**config.mk**
```make
export PLATFORM = sky130hd
export DESIGN_NAME = cmpc_regs
export DESIGN_NICKNAME = d
export VERILOG_FILES = /design/src/logic/cmpc_pkg.sv /design/src/logic/cmpc_edge_detect.sv /design/src/logic/cmpc_regs.sv
export VERILOG_INCLUDE_DIRS = /design/src /design/src/logic
export SDC_FILE = /design/constraint.sdc
export NUM_CORES = 1
export LEC_CHECK = 0
export ABC_AREA = 1
export BUFFER_PORTS_ARGS = -buffer_cell sky130_fd_sc_hd__buf_2
export CORE_ASPECT_RATIO = 0.6
export CORE_MARGIN = 3
export CORE_UTILIZATION = 30
export CTS_BUF_LIST = sky130_fd_sc_hd__clkbuf_4 sky130_fd_sc_hd__clkbuf_8
export CTS_CLUSTER_DIAMETER = 80
export DETAILED_ROUTE_END_ITERATION = 10
export HOLD_SLACK_MARGIN = 0.1
export PLACE_DENSITY = 0.57
export SYNTH_ARGS = -nofsm -noshare
export SYNTH_HDL_FRONTEND = slang
export SYNTH_SLANG_ARGS = --single-unit
```
**constraint.sdc**
```tcl
create_clock -name REF_CLK_IN -period 2.3 [get_ports REF_CLK_IN]
set_input_delay 0.345 -clock REF_CLK_IN [delete_from_list [all_inputs] [get_ports REF_CLK_IN]]
set_output_delay 0.345 -clock REF_CLK_IN [all_outputs]
set_load 0.03 [all_outputs]
```
**src/logic/cmpc_defs.svh**
```systemverilog
// Constants for the comparator control register bank: addresses, field
// positions, reset values and synchroniser depth.
// Assumes inclusion by the comparator control modules and the testbench.
//
// Operation
// - Bit 7 of the control register switches the comparator on when 1 and off when 0.
// - Bit 6 of the control register reads 1 when the comparator is on and the positive input is above the negative.
// - A rising comparator transition sets the rising-edge flag until software writes it to 0.
// - A falling comparator transition sets the falling-edge flag until software writes it to 0.
// - Bits 3-2 of the control register pick positive hysteresis off, 5, 10 or 20 mV.
// - Bits 1-0 of the control register pick negative hysteresis off, 5, 10 or 20 mV.
// - The upper mux nibble picks the negative pin, and a set top bit picks no pin.
// - The lower mux nibble picks the positive pin, and a set top bit picks no pin.
// - A rising edge requests an interrupt only while the rising interrupt enable is 1.
// - A falling edge requests an interrupt only while the falling interrupt enable is 1.
// - Bits 1-0 of the mode register pick response mode 0 to 3 and reset to mode 2.
// - Unused bit pairs of the mode register read as 00 and ignore writes.
// - While the comparator is off, its output towards the port pin is held low.

`ifndef CMPC_DEFS_SVH
`define CMPC_DEFS_SVH

//----------------------------------------------------------------------
// Register addresses
//----------------------------------------------------------------------
`define CMPC_ADDR_CTRL      8'h9b
`define CMPC_ADDR_MODE      8'h9d
`define CMPC_ADDR_MUX       8'h9f

//----------------------------------------------------------------------
// Field positions
//----------------------------------------------------------------------
`define CMPC_CTRL_EN_BIT    7
`define CMPC_CTRL_OUT_BIT   6
`define CMPC_CTRL_RISE_BIT  5
`define CMPC_CTRL_FALL_BIT  4
`define CMPC_CTRL_PHYS_LSB  2
`define CMPC_CTRL_NHYS_LSB  0
`define CMPC_MODE_RIE_BIT   5
`define CMPC_MODE_FIE_BIT   4
`define CMPC_MODE_MD_LSB    0
`define CMPC_MUX_NEG_LSB    4
`define CMPC_MUX_POS_LSB    0

//----------------------------------------------------------------------
// Reset values and timing
//----------------------------------------------------------------------
`define CMPC_RST_CTRL       8'h00
`define CMPC_RST_MUX        8'hff
`define CMPC_RST_MODE       8'h02
`define CMPC_SYNC_STAGES    2

`endif

```
**src/logic/cmpc_pkg.sv**
```systemverilog
// Types shared by the comparator control modules.
// Assumes nothing of its surroundings.

package cmpc_pkg;

	//------------------------------------------------------------------
	// Hysteresis settings
	//------------------------------------------------------------------
	typedef enum logic [1:0] {
		CMPC_HYST_OFF  = 2'b00,
		CMPC_HYST_5MV  = 2'b01,
		CMPC_HYST_10MV = 2'b10,
		CMPC_HYST_20MV = 2'b11
	} cmpc_hyst_t;

	//------------------------------------------------------------------
	// Response time modes, fastest first
	//------------------------------------------------------------------
	typedef enum logic [1:0] {
		CMPC_MODE_0 = 2'b00,
		CMPC_MODE_1 = 2'b01,
		CMPC_MODE_2 = 2'b10,
		CMPC_MODE_3 = 2'b11
	} cmpc_resp_mode_t;

endpackage

```
**src/logic/cmpc_edge_detect.sv**
```systemverilog
// Synchroniser and edge detector for the raw comparator output.
// Assumes an asynchronous level input and one system clock.
`timescale 1ns/1ps
`include "cmpc_defs.svh"

module cmpc_edge_detect #(
	parameter int STAGES = `CMPC_SYNC_STAGES
) (
	// Clock and reset
	input  wire logic clk_in,
	input  wire logic rst_n_in,
	// Comparator side
	input  wire logic async_in,
	input  wire logic enable_in,
	// Results
	output logic      level_out,
	output logic      rise_out,
	output logic      fall_out
);

	logic [STAGES-1:0] sync_ff;
	logic [STAGES-1:0] nxt_sync;
	logic              prev_ff;
	logic              nxt_prev;

	// Shift chain; only the last stage is looked at
	always_comb
	begin
		nxt_sync = {sync_ff[STAGES-2:0], async_in};
		nxt_prev = sync_ff[STAGES-1];
	end

	always_ff @(posedge clk_in)
	begin
		if (!rst_n_in)
		begin
			sync_ff <= '0;
			prev_ff <= 1'b0;
		end
		else
		begin
			sync_ff <= nxt_sync;
			prev_ff <= nxt_prev;
		end
	end

	// Edges from consecutive samples, gated by enable
	assign level_out = sync_ff[STAGES-1];
	assign rise_out  = enable_in && sync_ff[STAGES-1] && !prev_ff;
	assign fall_out  = enable_in && !sync_ff[STAGES-1] && prev_ff;
endmodule // cmpc_edge_detect

```
**src/logic/cmpc_regs.sv**
```systemverilog
// Comparator control register bank: control, mux select and mode
// registers on the special function register port, edge flags and
// masked edge interrupt requests.
// Assumes a raw comparator output from the analog block, asynchronous
// to REF_CLK_IN, and a core that reads and writes one register a cycle.
`timescale 1ns/1ps
`include "cmpc_defs.svh"

module cmpc_regs
	import cmpc_pkg::*;
#(
	parameter int PIN_COUNT = 8
) (
	// Clock and reset
	input  wire logic                 REF_CLK_IN,
	input  wire logic                 RST_N_IN,
	// Special function register port
	input  wire logic [7:0]           SFR_ADDR_IN,
	input  wire logic                 SFR_WR_IN,
	input  wire logic                 SFR_RD_IN,
	input  wire logic [7:0]           SFR_WDATA_IN,
	output logic      [7:0]           SFR_RDATA_OUT,
	// Analog comparator
	input  wire logic                 CMP_RAW_IN,
	output logic                      CMP_ENABLE_OUT,
	output cmpc_hyst_t                POS_HYST_SEL_OUT,
	output cmpc_hyst_t                NEG_HYST_SEL_OUT,
	output cmpc_resp_mode_t           RESPONSE_MODE_SEL_OUT,
	output logic      [PIN_COUNT-1:0] POS_PIN_SEL_OUT,
	output logic      [PIN_COUNT-1:0] NEG_PIN_SEL_OUT,
	// Port pin and interrupt requests
	output logic                      CMP_PIN_OUT,
	output logic                      RISE_IRQ_OUT,
	output logic                      FALL_IRQ_OUT
);

	//------------------------------------------------------------------
	// Declarations
	//------------------------------------------------------------------
	logic                 cmp_enable_ff;
	logic                 nxt_cmp_enable;
	logic                 rise_flag_ff;
	logic                 nxt_rise_flag;
	logic                 fall_flag_ff;
	logic                 nxt_fall_flag;
	cmpc_hyst_t           pos_hyst_sel_ff;
	cmpc_hyst_t           nxt_pos_hyst_sel;
	cmpc_hyst_t           neg_hyst_sel_ff;
	cmpc_hyst_t           nxt_neg_hyst_sel;
	logic [7:0]           input_mux_ff;
	logic [7:0]           nxt_input_mux;
	logic                 rise_irq_en_ff;
	logic                 nxt_rise_irq_en;
	logic                 fall_irq_en_ff;
	logic                 nxt_fall_irq_en;
	cmpc_resp_mode_t      response_mode_sel_ff;
	cmpc_resp_mode_t      nxt_response_mode_sel;
	logic [7:0]           rdata_ff;
	logic [7:0]           nxt_rdata;
	logic                 pin_ff;
	logic                 nxt_pin;
	logic                 rise_irq_ff;
	logic                 nxt_rise_irq;
	logic                 fall_irq_ff;
	logic                 nxt_fall_irq;
	logic [PIN_COUNT-1:0] pos_pin_sel_ff;
	logic [PIN_COUNT-1:0] neg_pin_sel_ff;
	logic [PIN_COUNT-1:0] pos_pin_dec;
	logic [PIN_COUNT-1:0] neg_pin_dec;
	logic                 cmp_level;
	logic                 cmp_output_state;
	logic                 rise_pulse;
	logic                 fall_pulse;
	logic                 ctrl_wr;
	logic                 mode_wr;
	logic                 mux_wr;
	logic [3:0]           pos_input_sel;
	logic [3:0]           neg_input_sel;

	//------------------------------------------------------------------
	// Comparator output synchroniser and edge detector
	//------------------------------------------------------------------
	cmpc_edge_detect #(
		.STAGES    (`CMPC_SYNC_STAGES)
	) u_edge (
		.clk_in    (REF_CLK_IN),
		.rst_n_in  (RST_N_IN),
		.async_in  (CMP_RAW_IN),
		.enable_in (cmp_enable_ff),
		.level_out (cmp_level),
		.rise_out  (rise_pulse),
		.fall_out  (fall_pulse)
	);

	// Status reads low while the comparator is off
	assign cmp_output_state = cmp_enable_ff && cmp_level;

	//------------------------------------------------------------------
	// Address decode
	//------------------------------------------------------------------
	assign ctrl_wr = SFR_WR_IN && (SFR_ADDR_IN == `CMPC_ADDR_CTRL);
	assign mode_wr = SFR_WR_IN && (SFR_ADDR_IN == `CMPC_ADDR_MODE);
	assign mux_wr  = SFR_WR_IN && (SFR_ADDR_IN == `CMPC_ADDR_MUX);

	//------------------------------------------------------------------
	// Control register
	//------------------------------------------------------------------
	// Next values; an edge beats a software clear in the same cycle
	always_comb
	begin
		nxt_cmp_enable   = cmp_enable_ff;
		nxt_rise_flag    = rise_flag_ff;
		nxt_fall_flag    = fall_flag_ff;
		nxt_pos_hyst_sel = pos_hyst_sel_ff;
		nxt_neg_hyst_sel = neg_hyst_sel_ff;
		if (ctrl_wr)
		begin
			nxt_cmp_enable   = SFR_WDATA_IN[`CMPC_CTRL_EN_BIT];
			nxt_rise_flag    = SFR_WDATA_IN[`CMPC_CTRL_RISE_BIT];
			nxt_fall_flag    = SFR_WDATA_IN[`CMPC_CTRL_FALL_BIT];
			nxt_pos_hyst_sel = cmpc_hyst_t'(SFR_WDATA_IN[`CMPC_CTRL_PHYS_LSB +: 2]);
			nxt_neg_hyst_sel = cmpc_hyst_t'(SFR_WDATA_IN[`CMPC_CTRL_NHYS_LSB +: 2]);
		end
		if (rise_pulse)
			nxt_rise_flag = 1'b1;
		if (fall_pulse)
			nxt_fall_flag = 1'b1;
	end

	always_ff @(posedge REF_CLK_IN)
	begin
		if (!RST_N_IN)
		begin
			cmp_enable_ff   <= 1'(`CMPC_RST_CTRL >> `CMPC_CTRL_EN_BIT);
			rise_flag_ff    <= 1'b0;
			fall_flag_ff    <= 1'b0;
			pos_hyst_sel_ff <= CMPC_HYST_OFF;
			neg_hyst_sel_ff <= CMPC_HYST_OFF;
		end
		else
		begin
			cmp_enable_ff   <= nxt_cmp_enable;
			rise_flag_ff    <= nxt_rise_flag;
			fall_flag_ff    <= nxt_fall_flag;
			pos_hyst_sel_ff <= nxt_pos_hyst_sel;
			neg_hyst_sel_ff <= nxt_neg_hyst_sel;
		end
	end

	//------------------------------------------------------------------
	// Input mux and mode registers
	//------------------------------------------------------------------
	// Unused mode bits are simply not stored
	always_comb
	begin
		nxt_input_mux         = input_mux_ff;
		nxt_rise_irq_en       = rise_irq_en_ff;
		nxt_fall_irq_en       = fall_irq_en_ff;
		nxt_response_mode_sel = response_mode_sel_ff;
		if (mux_wr)
			nxt_input_mux = SFR_WDATA_IN;
		if (mode_wr)
		begin
			nxt_rise_irq_en       = SFR_WDATA_IN[`CMPC_MODE_RIE_BIT];
			nxt_fall_irq_en       = SFR_WDATA_IN[`CMPC_MODE_FIE_BIT];
			nxt_response_mode_sel = cmpc_resp_mode_t'(SFR_WDATA_IN[`CMPC_MODE_MD_LSB +: 2]);
		end
	end

	always_ff @(posedge REF_CLK_IN)
	begin
		if (!RST_N_IN)
		begin
			input_mux_ff         <= `CMPC_RST_MUX;
			rise_irq_en_ff       <= 1'b0;
			fall_irq_en_ff       <= 1'b0;
			response_mode_sel_ff <= CMPC_MODE_2;
		end
		else
		begin
			input_mux_ff         <= nxt_input_mux;
			rise_irq_en_ff       <= nxt_rise_irq_en;
			fall_irq_en_ff       <= nxt_fall_irq_en;
			response_mode_sel_ff <= nxt_response_mode_sel;
		end
	end

	//------------------------------------------------------------------
	// Pin select decode
	//------------------------------------------------------------------
	assign pos_input_sel = input_mux_ff[`CMPC_MUX_POS_LSB +: 4];
	assign neg_input_sel = input_mux_ff[`CMPC_MUX_NEG_LSB +: 4];

	// One-hot pin select; a set top bit leaves every pin off
	generate
		for (genvar i = 0; i < PIN_COUNT; i++)
		begin : g_pin_dec
			assign pos_pin_dec[i] = !pos_input_sel[3] && (pos_input_sel[2:0] == 3'(i));
			assign neg_pin_dec[i] = !neg_input_sel[3] && (neg_input_sel[2:0] == 3'(i));
		end
	endgenerate

	//------------------------------------------------------------------
	// Read data, pin output and interrupt requests
	//------------------------------------------------------------------
	// Read mux; unmapped addresses read zero
	always_comb
	begin
		nxt_rdata = 8'h00;
		if (SFR_RD_IN)
		begin
			unique case (SFR_ADDR_IN)
				`CMPC_ADDR_CTRL: nxt_rdata = {cmp_enable_ff, cmp_output_state,
					rise_flag_ff, fall_flag_ff, pos_hyst_sel_ff, neg_hyst_sel_ff};
				`CMPC_ADDR_MODE: nxt_rdata = {2'b00, rise_irq_en_ff, fall_irq_en_ff,
					2'b00, response_mode_sel_ff};
				`CMPC_ADDR_MUX:  nxt_rdata = input_mux_ff;
				default:         nxt_rdata = 8'h00;
			endcase
		end
		nxt_pin      = cmp_enable_ff && cmp_level;
		nxt_rise_irq = rise_flag_ff && rise_irq_en_ff;
		nxt_fall_irq = fall_flag_ff && fall_irq_en_ff;
	end

	always_ff @(posedge REF_CLK_IN)
	begin
		if (!RST_N_IN)
		begin
			rdata_ff       <= 8'h00;
			pin_ff         <= 1'b0;
			rise_irq_ff    <= 1'b0;
			fall_irq_ff    <= 1'b0;
			pos_pin_sel_ff <= '0;
			neg_pin_sel_ff <= '0;
		end
		else
		begin
			rdata_ff       <= nxt_rdata;
			pin_ff         <= nxt_pin;
			rise_irq_ff    <= nxt_rise_irq;
			fall_irq_ff    <= nxt_fall_irq;
			pos_pin_sel_ff <= pos_pin_dec;
			neg_pin_sel_ff <= neg_pin_dec;
		end
	end

	// Outputs straight from flip-flops
	assign SFR_RDATA_OUT         = rdata_ff;
	assign CMP_ENABLE_OUT        = cmp_enable_ff;
	assign POS_HYST_SEL_OUT      = pos_hyst_sel_ff;
	assign NEG_HYST_SEL_OUT      = neg_hyst_sel_ff;
	assign RESPONSE_MODE_SEL_OUT = response_mode_sel_ff;
	assign POS_PIN_SEL_OUT       = pos_pin_sel_ff;
	assign NEG_PIN_SEL_OUT       = neg_pin_sel_ff;
	assign CMP_PIN_OUT           = pin_ff;
	assign RISE_IRQ_OUT          = rise_irq_ff;
	assign FALL_IRQ_OUT          = fall_irq_ff;
endmodule // cmpc_regs

```
==> impl_metrics.tcl <==
set metrics [dict create \
    outcome "completed" \
    min_period_ps 1330 \
    ys_ff_latch 49 \
    crit_path_end_kind "register" \
    drtAntennaViolNets 0 \
    p_sw_uw 315 \
    yosysWarnings 0 \
    rr_worst_depth 5 \
    switching_share 0.227 \
    synth_cell_types 25 \
    cts.sinks 49 \
    first_pass_iters 5 \
    pwr-share-comb 0.049 \
    clock_latency_ps 300 \
    syn_to_final_growth_pct 20.8 \
    multi_input_area_um2 738 \
    p_per_area_nw_per_um2 612 \
    timing.reg2reg.setup_slack_ps 1150 \
    cts-root-buf "clkbuf_8" \
    leakage_uw 0.00111 \
    dp.final_hpwl_um 3630 \
    slew_headroom 0.603 \
    finalSetupViolCount 0 \
    critPathKind "in2reg" \
    tns_ps 0 \
    worstMarginPinSlew_ps 592 \
    drv_slew 0 \
    cp-startpoint "SFR_ADDR_IN[6]" \
    grt_pass1_vias 1529 \
    hold_viol 0 \
    path_max_fanout 18 \
    max_clock_freq_ghz 0.751 \
    drcViolationCount 0 \
    cts_tree "done" \
    floorplan.initialDensity 0.323 \
    p_clk_frac 0.336 \
    vias 1647 \
    postCtsHoldBufs 0 \
    gr-total-overflow 0 \
    async_flop_share 0 \
    clkTransAtPathRegs_ps 80 \
    core-area_um2 5810 \
    cts_buffers 5 \
    crit_arrival_ps 1500 \
    hold_end "u_edge.sync_ff[0]" \
    grt_start_max_net_pins 19 \
    die_x_um 108 \
    routedWlPerCell_um 13.2 \
    synth_edf_count 0 \
    grt_usage 0.144 \
    antenna_found_initial 0 \
    seq_area_um2 981 \
    seqPwrFrac 0.615 \
    hold_path_class "in2reg" \
    gp_congestion 0.819 \
    r2r_end "rise_flag_ff" \
    rsz0062_at_grt "false" \
    worstHoldStart "CMP_RAW_IN" \
    drt-vias-per-instance 4.55 \
    syn-mean-instance-area_um2 8.15 \
    power_uw 1390 \
    dieArea_um2 7260 \
    synthesis.nets 251 \
    start_kind "primary input" \
    cts.repair.resized 0 \
    std_cell_rows 21 \
    max-vdd-ir-drop_mv 0.240 \
    grt_first_pass_wirelength_um 7870 \
    drt_wl_total_um 4790 \
    skew_ps 7.23 \
    fillers 618 \
    min_path_cells 3 \
    setup_ws_ps 969 \
    final_cell_mix "nand2_1 (55), buf_2 (54), dfxtp_1 (49)" \
    port_buffers 54 \
    clk_path_buf_depth 2 \
    n_antenna_cell 0 \
    synth_ff_type "dfxtp_1" \
    io_pins 55 \
    syn_area_um2 1870 \
    p_int_uw 1070 \
    synth.yosys.seq_area_share 0.523 \
    drive_above_1_share 0.259 \
    dpl_worst_slack_ps 662 \
    final_common_cell "nand2_1" \
    drtIter0Drc 102 \
    r2r_start "CMP_ENABLE_OUT" \
    fin_nets 304 \
    finalCritPeriodShare 0.579 \
    die_h_um 67.2 \
    critPathRequiredTime_ps 2470 \
    cap_violations 0 \
    post_cts_buffers 0 \
    synth_cells 230 \
    ctsHtreeMaxLevel 2 \
]
stage by stage:
| stage | instance area (um^2) | hold slack (ps) | cells | util |
|---|---|---|---|---|
| finish | 2260 | 230 | 362 | 0.390 |
| CTS | 2260 | 230 | 362 | 0.390 |
| floorplan | 1870 | 390 | 230 | - |
| detailed placement | 2190 | 413 | 356 | 0.377 |
| global placement | 2190 | 418 | 356 | 0.377 |
| global route | 2260 | 252 | 362 | 0.390 |
worst max path at each step:
stage | slack [ps] | cells after the start | to
floorplan | 1080 | 9 | input_mux_ff[6]
global placement | 690 | 8 | rise_irq_en_ff
detailed placement | 660 | 8 | fall_irq_en_ff
CTS | 970 | 8 | rise_irq_en_ff
global route | 840 | 8 | RESPONSE_MODE_SEL_OUT[0]
finish | 970 | 8 | RESPONSE_MODE_SEL_OUT[0]
flip-flops by register name, indices dropped and copies added, names as in the netlist, 2 cells and up:
| register | cells |
|---|---|
| RESPONSE_MODE_SEL_OUT | 2 |
| NEG_PIN_SEL_OUT | 8 |
| u_edge.sync_ff | 2 |
| POS_PIN_SEL_OUT | 8 |
| input_mux_ff | 8 |
| SFR_RDATA_OUT | 8 |
| POS_HYST_SEL_OUT | 2 |
| NEG_HYST_SEL_OUT | 2 |
power by group through the flow:
stage               combinational, uW  sequential, uW  clock [uW]
floorplan                        36.4             872           0
global placement                 67.3             872           0
detailed placement               67.7             872           0
CTS                              68.0             852         473
global route                     75.2             853         516
finish                           68.3             852         466
layer usage:
metal / GRT usage / up-vias / routed length, um
met4: 0.0362 / 0 / 65
met3: 0.0583 / 11 / 557
li1: - / 842 / -
met2: 0.177 / 81 / 1640
met5: 0 / - / 0
met1: 0.224 / 713 / 2530
synthesized netlist by cell type (all sizes together) (2+ instances only):
cell type / n / area [um^2]
nor2: 27 / 143
nand3: 28 / 158
nand2: 58 / 230
dfxtp: 49 / 981
clkbuf: 3 / 11.3
inv: 25 / 93.8
o211ai: 6 / 45.0
a21oi: 12 / 60.1
o21ai: 3 / 15.0
nand4: 9 / 56.3
nand3b: 2 / 15.0
buf: 6 / 50.0
worst max-delay path, stage by stage:
cell	delay (ps)
buf_2	90
inv_1	40
nand2_1	70
nor2_4	380
buf_4	280
nand3_2	120
nand2_1	100
a21oi_1	60
area by class of cell:
type,instances,share of cell area
Sequential cell,49,0.433
Multi-Input combinational cell,147,0.326
Timing Repair Buffer,55,0.123
Tap cell,80,0.0442
Inverter,25,0.0414
Clock buffer,5,0.0304
Clock inverter,1,0.00221
logic make-up after synthesis:
group | Yosys count | synth area share
AND/OR/NAND/NOR | 126 | 0.330
flip-flops | 49 | 0.523
buffers and inverters | 34 | 0.0828
AO/OA/AOI/OAI | 21 | 0.0641
Power figures use the tool's default switching activity.
